`src/inc/etg_pkg.sv`:
```
package etg_pkg;

    // ************************************************************
    // Register bus layout.
    // ************************************************************
    localparam int unsigned ADDR_W     = 8;
    localparam int unsigned DATA_W     = 32;
    localparam logic [7:0]  CTRL_OFS   = 8'h00;  // Exposure timing control register.
    localparam logic [7:0]  STAT_OFS   = 8'h04;  // Generator status register.

    // ************************************************************
    // Field layout and reset values.
    // ************************************************************
    localparam int unsigned EXP_W      = 28;
    localparam int unsigned EXP_MSB    = 27;
    localparam int unsigned CLR_BIT    = 30;
    localparam int unsigned FOL_BIT    = 31;
    localparam int unsigned BUSY_BIT   = 31;
    localparam logic [27:0] EXP_RST    = 28'h0000000;
    localparam logic        FOL_RST    = 1'b0;
    localparam logic [31:0] DATA_ZERO  = 32'h00000000;
    localparam logic [27:0] CNT_STEP   = 28'h0000001;  // One generator tick of the counter.

    // ************************************************************
    // Generator clock rates and the tick accumulator.
    // ************************************************************
    localparam int unsigned ACC_W      = 24;
    localparam longint      CLK_HZ     = 64'd25000000;
    localparam longint      TG_MAIN_HZ = 64'd7372800;
    localparam longint      TG_ALT_HZ  = 64'd5000000;
    localparam longint      ACC_ONE    = 64'd1 << ACC_W;
    localparam logic [23:0] INC_MAIN   = ACC_W'((TG_MAIN_HZ * ACC_ONE) / CLK_HZ);
    localparam logic [23:0] INC_ALT    = ACC_W'((TG_ALT_HZ * ACC_ONE) / CLK_HZ);

    // Generator phases.
    typedef enum logic {
        ETG_IDLE,
        ETG_EXPOSE
    } etg_state_e;

endpackage

```
`src/logic/etg_ctrl.sv`:
```
`timescale 1ns/1ps
module etg_ctrl
    import etg_pkg::*;
#(
    parameter bit ALT_MODEL = 1'b0
) (
    input  wire logic              clk_i,
    input  wire logic              resetn_i,
    input  wire logic [ADDR_W-1:0] addr_i,
    input  wire logic [DATA_W-1:0] wdata_i,
    input  wire logic              wr_i,
    input  wire logic              rd_i,
    output logic      [DATA_W-1:0] rdata_o,
    input  wire logic              trigger_i,
    input  wire logic              master_start_i,
    output logic                   exposure_o,
    output logic                   exp_start_o,
    output logic                   exp_done_o,
    output logic                   tg_tick_o
);

    // ************************************************************
    // Declarations.
    // ************************************************************
    logic [EXP_W-1:0]  exp_period_ff;
    logic [EXP_W-1:0]  nxt_exp_period;
    logic              follower_ff;
    logic              nxt_follower;
    logic              clear_ff;
    logic              nxt_clear;
    logic [DATA_W-1:0] rdata_ff;
    logic [DATA_W-1:0] nxt_rdata;
    logic [ACC_W-1:0]  acc_ff;
    logic [ACC_W-1:0]  nxt_acc;
    logic              tick_ff;
    logic              nxt_tick;
    logic              trig_s1_ff;
    logic              trig_s2_ff;
    logic              trig_s3_ff;
    logic              trig_lvl_ff;
    logic              nxt_trig_lvl;
    logic              trig_rise;
    logic              start_req;
    etg_state_e        state_ff;
    etg_state_e        nxt_state;
    logic [EXP_W-1:0]  count_ff;
    logic [EXP_W-1:0]  nxt_count;
    logic              exposure_ff;
    logic              nxt_exposure;
    logic              start_ff;
    logic              nxt_start;
    logic              done_ff;
    logic              nxt_done;
    logic              wr_ctrl;
    logic [ACC_W:0]    acc_sum;
    logic [ACC_W-1:0]  acc_inc;

    // ************************************************************
    // Register file.
    // ************************************************************

    // Decodes writes and builds the read answer for the next cycle.
    always_comb begin
        wr_ctrl        = wr_i && (addr_i == CTRL_OFS);
        nxt_exp_period = exp_period_ff;
        nxt_follower   = follower_ff;
        nxt_clear      = 1'b0;
        nxt_rdata      = DATA_ZERO;
        if (wr_ctrl) begin
            nxt_exp_period = wdata_i[EXP_MSB:0];
            nxt_follower   = wdata_i[FOL_BIT];
            nxt_clear      = wdata_i[CLR_BIT];
        end
        if (rd_i) begin
            if (addr_i == CTRL_OFS) begin
                nxt_rdata[EXP_MSB:0] = exp_period_ff;
                nxt_rdata[FOL_BIT]   = follower_ff;
            end else if (addr_i == STAT_OFS) begin
                nxt_rdata[EXP_MSB:0]  = count_ff;
                nxt_rdata[BUSY_BIT]   = (state_ff == ETG_EXPOSE);
            end
        end
    end

    // Registers the software visible state and the read data.
    always_ff @(posedge clk_i or negedge resetn_i) begin
        if (!resetn_i) begin
            exp_period_ff <= EXP_RST;
            follower_ff   <= FOL_RST;
            clear_ff      <= 1'b0;
            rdata_ff      <= DATA_ZERO;
        end else begin
            exp_period_ff <= nxt_exp_period;
            follower_ff   <= nxt_follower;
            clear_ff      <= nxt_clear;
            rdata_ff      <= nxt_rdata;
        end
    end

    // ************************************************************
    // Generator clock tick.
    // ************************************************************

    // Fractional divider; one carry of the accumulator is one generator clock period.
    always_comb begin
        acc_inc  = ALT_MODEL ? INC_ALT : INC_MAIN;
        acc_sum  = {1'b0, acc_ff} + {1'b0, acc_inc};
        nxt_acc  = acc_sum[ACC_W-1:0];
        nxt_tick = acc_sum[ACC_W];
    end

    // Registers the divider.
    always_ff @(posedge clk_i or negedge resetn_i) begin
        if (!resetn_i) begin
            acc_ff  <= '0;
            tick_ff <= 1'b0;
        end else begin
            acc_ff  <= nxt_acc;
            tick_ff <= nxt_tick;
        end
    end

    // ************************************************************
    // Trigger pin synchroniser.
    // ************************************************************

    // A level change is accepted once the second and third stages agree.
    always_comb begin
        nxt_trig_lvl = trig_lvl_ff;
        if (trig_s2_ff == trig_s3_ff) begin
            nxt_trig_lvl = trig_s3_ff;
        end
        trig_rise = (trig_s2_ff == trig_s3_ff) && trig_s3_ff && !trig_lvl_ff;
    end

    // Three stage synchroniser and the accepted level.
    always_ff @(posedge clk_i or negedge resetn_i) begin
        if (!resetn_i) begin
            trig_s1_ff  <= 1'b0;
            trig_s2_ff  <= 1'b0;
            trig_s3_ff  <= 1'b0;
            trig_lvl_ff <= 1'b0;
        end else begin
            trig_s1_ff  <= trigger_i;
            trig_s2_ff  <= trig_s1_ff;
            trig_s3_ff  <= trig_s2_ff;
            trig_lvl_ff <= nxt_trig_lvl;
        end
    end

    // ************************************************************
    // Exposure sequencer.
    // ************************************************************

    // Counts generator ticks through the exposure phase.
    always_comb begin
        start_req    = follower_ff ? master_start_i : trig_rise;
        nxt_state    = state_ff;
        nxt_count    = count_ff;
        nxt_exposure = exposure_ff;
        nxt_start    = 1'b0;
        nxt_done     = 1'b0;
        unique case (state_ff)
            ETG_IDLE: begin
                if (start_req && (exp_period_ff != EXP_RST)) begin
                    nxt_state    = ETG_EXPOSE;
                    nxt_count    = EXP_RST;
                    nxt_exposure = 1'b1;
                    nxt_start    = 1'b1;
                end
            end
            ETG_EXPOSE: begin
                if (tick_ff) begin
                    if ((count_ff + CNT_STEP) >= exp_period_ff) begin
                        nxt_state    = ETG_IDLE;
                        nxt_exposure = 1'b0;
                        nxt_done     = 1'b1;
                    end
                    nxt_count = count_ff + CNT_STEP;
                end
            end
        endcase
        if (clear_ff) begin
            nxt_state    = ETG_IDLE;
            nxt_count    = EXP_RST;
            nxt_exposure = 1'b0;
            nxt_start    = 1'b0;
            nxt_done     = 1'b0;
        end
    end

    // Registers the sequencer.
    always_ff @(posedge clk_i or negedge resetn_i) begin
        if (!resetn_i) begin
            state_ff    <= ETG_IDLE;
            count_ff    <= EXP_RST;
            exposure_ff <= 1'b0;
            start_ff    <= 1'b0;
            done_ff     <= 1'b0;
        end else begin
            state_ff    <= nxt_state;
            count_ff    <= nxt_count;
            exposure_ff <= nxt_exposure;
            start_ff    <= nxt_start;
            done_ff     <= nxt_done;
        end
    end

    // Outputs come straight from flip-flops.
    assign rdata_o     = rdata_ff;
    assign exposure_o  = exposure_ff;
    assign exp_start_o = start_ff;
    assign exp_done_o  = done_ff;
    assign tg_tick_o   = tick_ff;

endmodule

```
`config.mk`:
```
export PLATFORM = sky130hd
export DESIGN_NAME = etg_ctrl
export DESIGN_NICKNAME = d
export VERILOG_FILES = /design/src/inc/etg_pkg.sv /design/src/logic/etg_ctrl.sv
export SDC_FILE = /design/constraint.sdc
export NUM_CORES = 1
export LEC_CHECK = 0
export BUFFER_PORTS_ARGS = -buffer_cell sky130_fd_sc_hd__buf_2
export CAP_MARGIN = 0
export CORE_ASPECT_RATIO = 0.5
export CORE_MARGIN = 4
export CORE_UTILIZATION = 52
export CTS_CLUSTER_SIZE = 24
export DETAILED_ROUTE_END_ITERATION = 10
export GPL_TIMING_DRIVEN = 1
export PLACE_DENSITY = 0.81
export REMOVE_ABC_BUFFERS = 1
export SLEW_MARGIN = 20
export SYNTH_ARGS = -nofsm -noshare
export SYNTH_HDL_FRONTEND = slang
export SYNTH_SLANG_ARGS = --single-unit
```
`constraint.sdc`:
```
create_clock -name clk_i -period 3.3 [get_ports clk_i]
set_clock_uncertainty 0.2 [all_clocks]
set_input_delay 0.66 -clock clk_i [delete_from_list [all_inputs] [get_ports clk_i]]
set_output_delay 0.66 -clock clk_i [all_outputs]
set_load 0.02 [all_outputs]
```
==> metrics.md, run 1 <==
| Metric | Value |
|---|---|
| CP Cell Sequence | and3_4 > nand4b_1 > nor3b_2 > nand3_1 > xnor2_1 > ha_1 > nand4_1 > or2_4 > nor2_1 > o41ai_2 > and3_4 > a211o_1 |
| # port buffers | 76 |
| Register area share after synthesis | between 40 and 50% |
| Max Cap Viol | 0 |
| Inst Count DP | around 820 |
| Die Wd | approximately 160 um |
| Synth top area share | 49.3% |
| Ports | just over 80 |
| Final Max Slew Viols | 0 |
| Initial antenna violation count | 0 |
| Utilization after layout | 69.3% |
| RSZ-0062 raised after global routing | yes |
| Worst Setup End Kind | register |
| Final ANT Viol Nets | 0 |
| GRT overflow | 0 |
| Root buffer cell | clkbuf_16 |
| Avg Inst Size Synth | about 11 um^2 |
| Sink Count | ~120 |
| Ant diodes | 0 |
| Clk Latency, worst-skew pair | just over 0.4 ns |
| GRT Resource Usage Total | around a quarter |
| Simple-gate share of the synthesized area | about 14% |
| Mapped Area | 6040 um^2 |
| Hold Path Class | in2async |
| Placeable Area | 11100 um^2 |
| Fin crit share | 103% |
| Failing checks | negative setup slack |
| R2R depth | 12 |
| Initial core utilization | a little over half |
| Synth warn | 0 |
| Via Count | a little over 5000 |
| Setup CP Type | reg2reg |
| Slowest cell delay on critical path | roughly 0.44 ns |
| Fin cells | around 860 |
| CTS tree | built |
| Synth Flop Type | dfrtp_1 |
| Main combinational cell family by area after synthesis | simple AND/OR/NAND/NOR gates |
| Fmax | 0.293 GHz |
| Reg-to-reg slack, setup | -0.11 ns |
| Status | finished with violations |
| 1st-iter DRT viols | 446 |
| H-tree Lvls | 4 |
| Worst VDD drop | 423 uV |
| Power per Cell Area | approximately 570 nW/um^2 |
| Max-slew headroom | between 10% and 20% |
| Reg2Reg Launch Point | count_ff[0] |
| Final setup viols | 2 |
| Cts bufs inserted | 17 |
| Crit-path most repeated cell | and3_4 |
| Area fraction in compound gates after synthesis | a little over an eighth |
| CTS Buffer Depth | 2 |
| DR DRC count | 0 |
| Required time of the critical path | roughly 3.4 ns |
| R2R Path End | state_ff |
| WL per Instance | approximately 20 um |
| Worst Slack Setup Final | -0.112 ns |
| Worst-path maximum fanout | 3 |
| Post-Synth Adder-Cell Area | 6.42% |
| Detailed Route WL | between 15 and 20 mm |
| Synth unique cells | 48 |
| Startpoint types | register |
| Largest net degree at the start of global routing | 50 |
| Worst-path clk slew | ~0.050 ns |
| Yosys top cell by area | dfrtp_1 |
| Hpwl dp | roughly 10 mm |
| Ys async rst share | 100% |
| Post-DR vias/cell | around 6 |
| Post-synth EDFFs | 0 |
| Register bit count reported by yosys | about 120 |
| GPL Wtd Cong | approximately 0.88 |
| Row count | 27 |
| Die area | about 14000 um^2 |
| Synth area leaders | dfrtp_1 (49%), ha_1 (6.4%), mux2_2 (5.6%), xnor2_1 (4.4%), a22oi_1 (3.6%) |
| First-pass GRT wire length | around 26 mm |
| Syn-to-layout area delta | 28.0% |
| Post-synthesis xor/xnor area fraction | around 6.4% |
| Post-Syn Instances | 570 |
| Layout cells sized above 1 | about a third |
| Final Hold Vio Count | 0 |
| Setup TNS | -0.121 ns |
| Pwr Total | between 4000 and 5000 uW |
| Hold buffers post-CTS | 0 |
| Die height | 84.2 um |
| Actual slew at the worst max-slew pin | 1.21 ns |
| CP max-delay cell | nor3b_2 |
| Post-synthesis mux area share | between 5 and 6% |
| Number of global-route vias before repair | about 5400 |
| Final nets | 783 |
| Fin crit period | 3.41 ns |
| 1st-pass router iterations | 5 |
| Crit path DAT | between 3 and 4 ns |
| LEAKAGE | between 0.003 and 0.004 uW |
metal layers:
metal / wire length, um / track usage (%)
met5: 0 / 0
met4: 513 / 11.4
met1: 6710 / 30.0
met2: 8360 / 41.2
met3: 1340 / 5.74
through the flow:
stage / setup WS [ns] / instance area [um^2] / hold WS (ns)
after floorplan: -0.366 / 5920 / 0.131
after global placement: -0.0735 / 6900 / 0.154
after detailed placement: -0.134 / 6900 / 0.167
after CTS: 0.0147 / 7590 / 0.0853
after global routing: -0.169 / 7730 / 0.111
final: -0.112 / 7730 / 0.0638
worst max-delay path by stage:
stage	depth (start not counted)	end	slack (ns)	from
2_1_floorplan	5	exp_period_ff[0]	-0.37	addr_i[6]
3_3_place_gp	14	state_ff	-0.07	count_ff[1]
3_5_place_dp	14	state_ff	-0.13	count_ff[1]
4_1_cts	13	exp_done_o	0.01	count_ff[4]
5_1_grt	12	state_ff	-0.17	count_ff[4]
6_report	12	state_ff	-0.11	count_ff[0]
worst max-delay path, delay by kind of cell (launching register included):
family	cells	cell delay (ns)
AND/OR/NAND/NOR	8	1.86
flip-flops	1	0.39
AO/OA/AOI/OAI	2	0.37
adder cells (fa/ha/maj)	1	0.32
XOR/XNOR	1	0.16
cells by family after synthesis:
kind of cell / count (synthesis)
other: 1
flip-flops: 119
buffers and inverters: 65
AO/OA/AOI/OAI: 124
XOR/XNOR: 44
multiplexers: 30
AND/OR/NAND/NOR: 156
adder cells (fa/ha/maj): 31
Yosys cell counts (10+ instances only):
cell	n
a21oi_1	19
a22oi_1	29
and3_1	10
clkbuf_1	25
dfrtp_1	119
ha_1	31
inv_1	34
mux2_2	30
nand2_1	28
nand3_1	16
nand4_1	12
nor2_1	19
nor2b_1	33
nor4_1	11
o21ai_0	29
o31ai_1	11
xnor2_1	30
xor2_1	14
cell type report:
class	instances	area, um^2
Clock buffer	22	464
Clock inverter	9	77.6
Fill cell	748	3420
Inverter	34	128
Multi-Input combinational cell	388	2970
Sequential cell	119	2980
Tap cell	145	181
Timing Repair Buffer	146	932
cells in the final DEF, fill, tap and decap left out, drive strengths merged, types with 22 or more instances in the layout:
cell	count
a22oi	29
buf	146
clkbuf	22
dfrtp	119
ha	31
inv	34
mux2	30
nand2	28
nor2b	33
o21ai	29
xnor2	30
repair_timing:
| action | 4_1_cts | 5_1_grt |
|---|---|---|
| resized for setup | 13 | 22 |
| endpoints found under the hold margin | 0 | 0 |
| setup endpoints to repair | 3 | 4 |
| buffers inserted | 12 | 7 |
| pin swaps | 5 | 18 |
report_power, final:
| part | internal, uW | switching (uW) | total, uW |
|---|---|---|---|
| sequential | 1550 | 106 | 1660 |
| combinational | 494 | 538 | 1030 |
| clock | 1060 | 639 | 1700 |
registers in the layout, indices dropped and copies added, names as in the netlist, 23 cells and up:
signal	cells
acc_ff	23
rdata_o	29
count_ff	28
exp_period_ff	28
Note: power is estimated with default switching activity, not from simulation.
==> run 2, diff against run 1 <==
--- a/config.mk
+++ b/config.mk
@@ -5,15 +5,16 @@
 export SDC_FILE = /design/constraint.sdc
 export NUM_CORES = 1
 export LEC_CHECK = 0
+export ABC_AREA = 1
 export BUFFER_PORTS_ARGS = -buffer_cell sky130_fd_sc_hd__buf_2
 export CAP_MARGIN = 0
 export CORE_ASPECT_RATIO = 0.5
 export CORE_MARGIN = 4
-export CORE_UTILIZATION = 52
+export CORE_UTILIZATION = 53
 export CTS_CLUSTER_SIZE = 24
 export DETAILED_ROUTE_END_ITERATION = 10
 export GPL_TIMING_DRIVEN = 1
-export PLACE_DENSITY = 0.81
+export PLACE_DENSITY = 0.85
 export REMOVE_ABC_BUFFERS = 1
 export SLEW_MARGIN = 20
 export SYNTH_ARGS = -nofsm -noshare
==> constraint.sdc (replaced) <==
create_clock -name clk_i -period 3.2 [get_ports clk_i]
set_clock_uncertainty 0.2 [all_clocks]
set_input_delay 0.64 -clock clk_i [delete_from_list [all_inputs] [get_ports clk_i]]
set_output_delay 0.64 -clock clk_i [all_outputs]
set_load 0.02 [all_outputs]
==> run 2 against run 1 <==
Effect of this change: the flow now finishes without violations; utilization decreased by 4.1 points; total power down 9.4%; clock power up 11%; sequential power hardly changed; cell count is 31% higher; maximum frequency grew 14%; worst setup slack improved by 0.31 ns; combinational power shrank 58%; critical endpoint is now exposure_o; highest routed layer unchanged.
==> metrics.md, run 2 <==
| Metric | Value |
|---|---|
| Worst Setup End Kind | register |
| Ports | 82 (unchanged) |
| Max Cap Viol | 0 (unchanged) |
| Die Wd | 166 um (+3.4%) |
| CTS Buffer Depth | 2 (unchanged) |
| Initial antenna violation count | 0 (unchanged) |
| Number of global-route vias before repair | 6006 (+11%) |
| Synth top cells by count | nand2_1 (235), dfrtp_1 (119), inv_1 (118) |
| Status | completed |
| Family with the most delay on the worst path | simple AND/OR/NAND/NOR gates |
| 1st-iter DRT viols | 474 (+6.3%) |
| Synth Flop Type | dfrtp_1 |
| 1st-pass router iterations | 5 (unchanged) |
| CTS tree | built |
| Die area | 14400 um^2 (+6.8%) |
| Hold Crit Endpoint | trig_s1_ff |
| Worst-path clk slew | 0.06 ns (about the same) |
| Slowest cell delay on critical path | 0.43 ns (about the same) |
| Initial core utilization | 55.1% (+0.95 points) |
| Top-count cell post-synth | nand2_1 |
| Setup TNS | 0 ns (+0.121 ns) |
| Required time of the critical path | 3.36 ns (-0.03 ns) |
| Startpoint types | register |
| Post-synth EDFFs | 0 (unchanged) |
| Max reg flops | 29 (unchanged) |
| Reg-to-reg slack, setup | 0.19 ns (+0.31 ns) |
| WL per Instance | 15.4 um (-22%) |
| Final ANT Viol Nets | 0 (unchanged) |
| Pre-CTS setup slack | 0.247 ns (+0.381 ns) |
| Die height | 86.9 um (+3.2%) |
| GPL Wtd Cong | 0.920 (+4.0%) |
| # port buffers | 76 (unchanged) |
| Sink Count | 119 (unchanged) |
| Row count | 28 (+3.7%) |
| Synth area leaders | dfrtp_1 (45%), nand2_1 (13%), inv_1 (6.7%), ha_1 (5.9%), nor2_1 (5.8%) |
| Worst-path maximum fanout | 5 (+2) |
| Fin crit share | 93.9% (-9.5 points) |
| Final Max Slew Viols | 0 (unchanged) |
| First-pass GRT wire length | 28.9 mm (+9.8%) |
| Hold_sp | trigger_i |
| Worst Slack Setup Final | 0.194 ns (+0.306 ns) |
| CP max-delay cell | dfrtp_1 |
| DR DRC count | 0 (unchanged) |
| LEAKAGE | 0.00420 uW (+14%) |
| Fin cells | 1128 (+31%) |
| Min-Delay Path Depth | 1 |
| Root buffer cell | clkbuf_16 |
| Reg2Reg Launch Point | count_ff[2] |
| Via Count | 5952 (+15%) |
| Placeable Area | 12000 um^2 (+7.5%) |
| Hold Path Class | in2reg |
| Actual slew at the worst max-slew pin | 0.581 ns (-0.631 ns) |
| Layout cells sized above 1 | 15.8% (-17 points) |
| Largest net degree at the start of global routing | 54 (+8.0%) |
| Fin crit period | 3.01 ns (-0.406 ns) |
| Synth top area share | 45.1% (-4.2 points) |
| Syn-to-layout area delta | 18.3% |
| Buf+Inv Stages, Crit Path | 2 (+2) |
| Mapped Area | 6600 um^2 (+9.4%) |
| Cts bufs inserted | 17 (unchanged) |
| Clk Latency, worst-skew pair | 0.42 ns (about the same) |
| Highest-count cells in the layout ignoring fill and taps | nand2_1 (234), inv_1 (118), dfrtp_1 (117) |
| Synth warn | 0 (unchanged) |
| H-tree Lvls | 4 (unchanged) |
| Pwr Total | 3980 uW (-9.4%) |
| Synth unique cells | 42 (-13%) |
| Post-Syn Instances | 864 (+52%) |
| Crit-path most repeated cell | nand2_1 |
| GRT overflow | 0 (unchanged) |
| Inst Count DP | 1093 (+34%) |
| Post-DR vias/cell | 5.28 (-12%) |
| Crit path DAT | 3.17 ns (-0.33 ns) |
| Commonest non-fill, non-tap cell in the layout | nand2_1 |
| CP Cell Sequence | nand3_2 > nor2_4 > inv_2 > nor2_4 > nand2_1 > xor2_1 > inv_1 > ha_1 > a21oi_1 > nand2_1 > nand2_1 > nand2_1 > a21oi_1 > nand3_1 > nand2_1 > nand2_1 > nand2_1 |
| GRT Resource Usage Total | 25.3% (+0.89 points) |
| Ant diodes | 0 (unchanged) |
| Hpwl dp | 12.5 mm (+22%) |
| Setup CP Type | reg2reg |
| R2R depth | 17 (+5) |
| Final Hold Vio Count | 0 (unchanged) |
| R2R Path End | exposure_o |
| Final nets | 1027 (+31%) |
| Fin Hold WS | 0.127 ns (+0.0631 ns) |
| Register bit count reported by yosys | 119 (unchanged) |
| Avg Inst Size Synth | 7.64 um^2 (-28%) |
| Fmax | 0.333 GHz (+14%) |
| Worst VDD drop | 335 uV (-21%) |
| Final setup viols | 0 (-2) |
| Register area share after synthesis | 45.1% (-4.2 points) |
| Ys async rst share | 100% (unchanged) |
| Max-slew headroom | 61.1% (+42 points) |
| Detailed Route WL | 17.3 mm (+2.4%) |
| Power per Cell Area | 509 nW/um^2 (-10%) |
| Yosys top cell by area | dfrtp_1 |
==> run 2: where the power goes <==
part / internal [uW] / switching, uW
Sequential: 1570 / 84.1
Clock: 1150 / 744
Combinational: 156 / 275
Total: 2880 / 1100
==> run 2: area by class of cell <==
cell class	instances	area (um^2)
clock buffer	17	425
clock inverter	15	155
fill	1046	4170
inverter	124	465
multi-input combinational	600	3090
sequential	119	2980
tap	165	206
timing repair buffer	88	488
==> run 2: what timing repair did <==
action                                  CTS  global route
hold buffers                              1             0
resized for setup                         0            10
endpoints found under the setup margin    0             2
buffers inserted                          0             2
hold endpoints to repair                  2             0
==> run 2: per-stage QoR <==
stage	util, %	area [um^2]
after floorplan	-	6500
after global placement	59.9	7170
after detailed placement	59.9	7170
after CTS	64.8	7760
after global routing	65.2	7810
final	65.2	7810
==> run 2: how the worst max path moves through the flow <==
stage / start / to / slack [ns] / cells after the start
final: count_ff[2] / exposure_o / 0.19 / 17
after global routing: count_ff[2] / exposure_o / -0.005 / 17
after CTS: count_ff[0] / exposure_o / 0.17 / 17
after detailed placement: count_ff[0] / exposure_o / 0.25 / 20
after global placement: count_ff[0] / exposure_o / 0.31 / 20
after floorplan: addr_i[1] / exp_period_ff[0] / 0.03 / 5
==> run 2: metal layers <==
metal / track usage, % / vias to the layer above / part of all wire, %
li1: - / 2908 / -
met1: 32.9 / 2809 / 44
met2: 41.3 / 205 / 47
met3: 6.03 / 30 / 7.2
met4: 10.9 / 0 / 2.3
met5: 0 / - / 0
==> run 2: cells by family (layout without fill, tap and decap cells) <==
logic type	Yosys count	after routing	share of synthesized area (%)
simple gates	416	416	26.4
buf+inv	147	244	8.70
flops	119	119	45.1
compound gates	118	118	9.49
fa+ha+maj	31	31	5.87
xor+xnor	30	30	4.09
mux	2	2	0.341
other cells	1	3	0.0568
==> run 2: worst register-to-register path, cell delays in order, from the launching register on <==
cell,delay [ns]
dfrtp_1,0.43
nand3_2,0.18
nor2_4,0.23
inv_2,0.07
nor2_4,0.15
nand2_1,0.14
xor2_1,0.23
inv_1,0.07
ha_1,0.30
a21oi_1,0.17
nand2_1,0.07
nand2_1,0.06
nand2_1,0.10
a21oi_1,0.19
nand3_1,0.14
nand2_1,0.09
nand2_1,0.06
nand2_1,0.05
==> run 3, diff against run 2 <==
--- a/config.mk
+++ b/config.mk
@@ -9,7 +9,6 @@
 export BUFFER_PORTS_ARGS = -buffer_cell sky130_fd_sc_hd__buf_2
 export CAP_MARGIN = 0
 export CORE_ASPECT_RATIO = 0.5
-export CORE_MARGIN = 4
 export CORE_UTILIZATION = 53
 export CTS_CLUSTER_SIZE = 24
 export DETAILED_ROUTE_END_ITERATION = 10
==> run 3 against run 2 <==
Effect of this change: worst setup slack gained 0.012 ns; cell count fell by 0.27%; first-iteration DRC count shrank 3.4%; utilization rose by 0.65 points; worst hold slack got worse by 0.12 ns; routed wire length down 1.5%; highest routed layer unchanged; via count down 0.22%; count of clock-buffer cells in the layout is 3 higher; design area is 0.99% higher; global-route usage increased by 2.7 points; register-to-register slack hardly changed; die area shrank 10%.
==> metrics.md, run 3 (synthesized netlist as in run 2, its figures left out) <==
| Metric | Value |
|---|---|
| Post-CTS sizing | 0 (unchanged) |
| 1st-pass router iterations | 6 (+1) |
| Row count | 28 (unchanged) |
| Post-DR vias/cell | 5.28 (about the same) |
| Setup TNS | 0 ns (unchanged) |
| Fmax | 0.334 GHz (+0.40%) |
| Fin cells | 1125 (-0.27%) |
| Final setup viols | 0 (unchanged) |
| Fin crit share | 93.6% (-0.38 points) |
| Layout cells sized above 1 | 15.0% (-0.78 points) |
| Worst-path maximum fanout | 5 (unchanged) |
| Worst Setup End Kind | register |
| RSZ-0062 raised after global routing | no |
| Commonest non-fill, non-tap cell in the layout | nand2_1 |
| LEAKAGE | 0.00426 uW (+1.3%) |
| Pre-CTS setup slack | 0.264 ns (+0.0169 ns) |
| WL per Instance | 15.2 um (-1.2%) |
| Combinational share of power | 9.8% (-1.0 points) |
| Worst VDD drop | 236 uV (-29%) |
| CTS tree | built |
| Sink Count | 119 (unchanged) |
| Post-CTS Setup Bufs | 0 (unchanged) |
| Reg-to-reg slack, setup | 0.21 ns (about the same) |
| Actual slew at the worst max-slew pin | 0.591 ns (+0.0102 ns) |
| Worst Slack Setup Final | 0.206 ns (+0.0120 ns) |
| Cts bufs inserted | 17 (unchanged) |
| Sequential power share | 38.7% (-3.0 points) |
| Clk Latency, worst-skew pair | 0.42 ns (about the same) |
| Max reg flops | 29 (unchanged) |
| GRT overflow | 0 (unchanged) |
| Required time of the critical path | 3.35 ns (about the same) |
| Setup CP Type | reg2reg |
| Initial antenna violation count | 0 (unchanged) |
| Max-slew headroom | 60.6% (-0.58 points) |
| Final ANT Viol Nets | 0 (unchanged) |
| Worst-path clk slew | 0.06 ns (about the same) |
| Fin crit period | 2.99 ns (-0.0120 ns) |
| # port buffers | 76 (unchanged) |
| CTS Buffer Depth | 2 (unchanged) |
| Highest-count cells in the layout ignoring fill and taps | nand2_1 (234), inv_1 (118), dfrtp_1 (118) |
| GPL Wtd Cong | 0.956 (+3.9%) |
| Reg2Reg Launch Point | count_ff[9] |
| Detailed Route WL | 17.1 mm (-1.5%) |
| First-pass GRT wire length | 28.0 mm (-3.0%) |
| GRT Resource Usage Total | 27.9% (+2.7 points) |
| Final nets | 1024 (-0.29%) |
| Die Wd | 160 um (-3.6%) |
| Placeable Area | 12000 um^2 (unchanged) |
| Root buffer cell | clkbuf_16 |
| Hpwl dp | 12.0 mm (-3.5%) |
| R2R depth | 19 (+2) |
| Ports | 82 (unchanged) |
| Int Power | 3230 uW (+12%) |
| Power per Cell Area | 544 nW/um^2 (+6.8%) |
| Sw frac | 24.8% (-2.9 points) |
| Pwr Total | 4290 uW (+7.9%) |
| Via Count | 5939 (-0.22%) |
| H-tree Lvls | 4 (unchanged) |
| Initial core utilization | 55.1% (unchanged) |
| Post-layout instance area | 7890 um^2 (+0.99%) |
| Net Sw Power | 1070 uW (-3.3%) |
| DR DRC count | 0 (unchanged) |
| Die area | 12900 um^2 (-10%) |
| Die height | 80.9 um (-6.9%) |
| Startpoint types | register |
| Hold buffers post-CTS | 0 (-1) |
| Number of global-route vias before repair | 5829 (-2.9%) |
| Final Hold Vio Count | 0 (unchanged) |
| Status | completed |
| Syn-to-layout area delta | 19.5% |
| Final Max Slew Viols | 0 (unchanged) |
| Crit path DAT | 3.15 ns (-0.02 ns) |
| 1st-iter DRT viols | 458 (-3.4%) |
| Max Cap Viol | 0 (unchanged) |
| Ant diodes | 0 (unchanged) |
| Hold Path Class | in2async |
| Largest net degree at the start of global routing | 47 (-13%) |
| Dpl cell area | 7190 um^2 (+0.17%) |
| R2R Path End | exposure_o |
| Inst Count DP | 1093 (unchanged) |
| Clock power frac | 51.5% (+4.0 points) |
==> run 3: per-stage QoR <==
step	hold WS [ns]	util, %
CTS	0.0318	65.7
detailed placement	0.136	60.0
global placement	0.139	60.0
finish	0.00680	65.9
floorplan	0.131	-
global route	0.0577	65.9
==> run 3: critical path: stages (launching register included) <==
cell and delay, ns:
dfrtp_1 0.46, nand2_1 0.17, nor2_1 0.20, nand2_1 0.12, nor3b_1 0.18, nand2_1 0.13
xor2_1 0.24, inv_1 0.09, ha_1 0.28, nand2_1 0.08, inv_1 0.04, nand2_1 0.05
nand2_1 0.05, nand2_1 0.05, nand2_1 0.09, a21oi_1 0.18, nand3_1 0.12, nand2_1 0.08
nand2_1 0.06, nand2_1 0.06
==> run 3: how the worst max path moves through the flow <==
stage | start | end | slack [ns] | cells past startpoint
floorplan | addr_i[1] | exp_period_ff[0] | 0.03 | 5
global placement | count_ff[0] | exposure_o | 0.29 | 20
detailed placement | count_ff[0] | exposure_o | 0.26 | 20
CTS | count_ff[9] | exposure_o | 0.17 | 19
global route | count_ff[9] | exposure_o | 0.005 | 19
finish | count_ff[9] | exposure_o | 0.21 | 19
==> run 3: cell type report <==
type | count | area, um^2
Fill cell | 971 | 4090
Multi-Input combinational cell | 600 | 3090
Sequential cell | 119 | 2980
Timing Repair Buffer | 85 | 475
Inverter | 124 | 465
Clock buffer | 20 | 457
Clock inverter | 12 | 223
Tap cell | 165 | 206
==> run 3: metal layers <==
| metal | global-route usage (%) | routed length (um) | vias up |
|---|---|---|---|
| li1 | - | - | 2889 |
| met1 | 35.9 | 7670 | 2789 |
| met2 | 47.9 | 7920 | 215 |
| met3 | 4.09 | 1010 | 46 |
| met4 | 12.7 | 471 | 0 |
| met5 | 0 | 0 | - |
==> run 3: power by group through the flow <==
stage	sequential, uW	clock [uW]	combinational [uW]
2_1_floorplan	1660	0	271
3_5_place_dp	1680	0	409
3_3_place_gp	1680	0	389
6_report	1660	2210	421
4_1_cts	1660	2220	417
5_1_grt	1670	2280	472
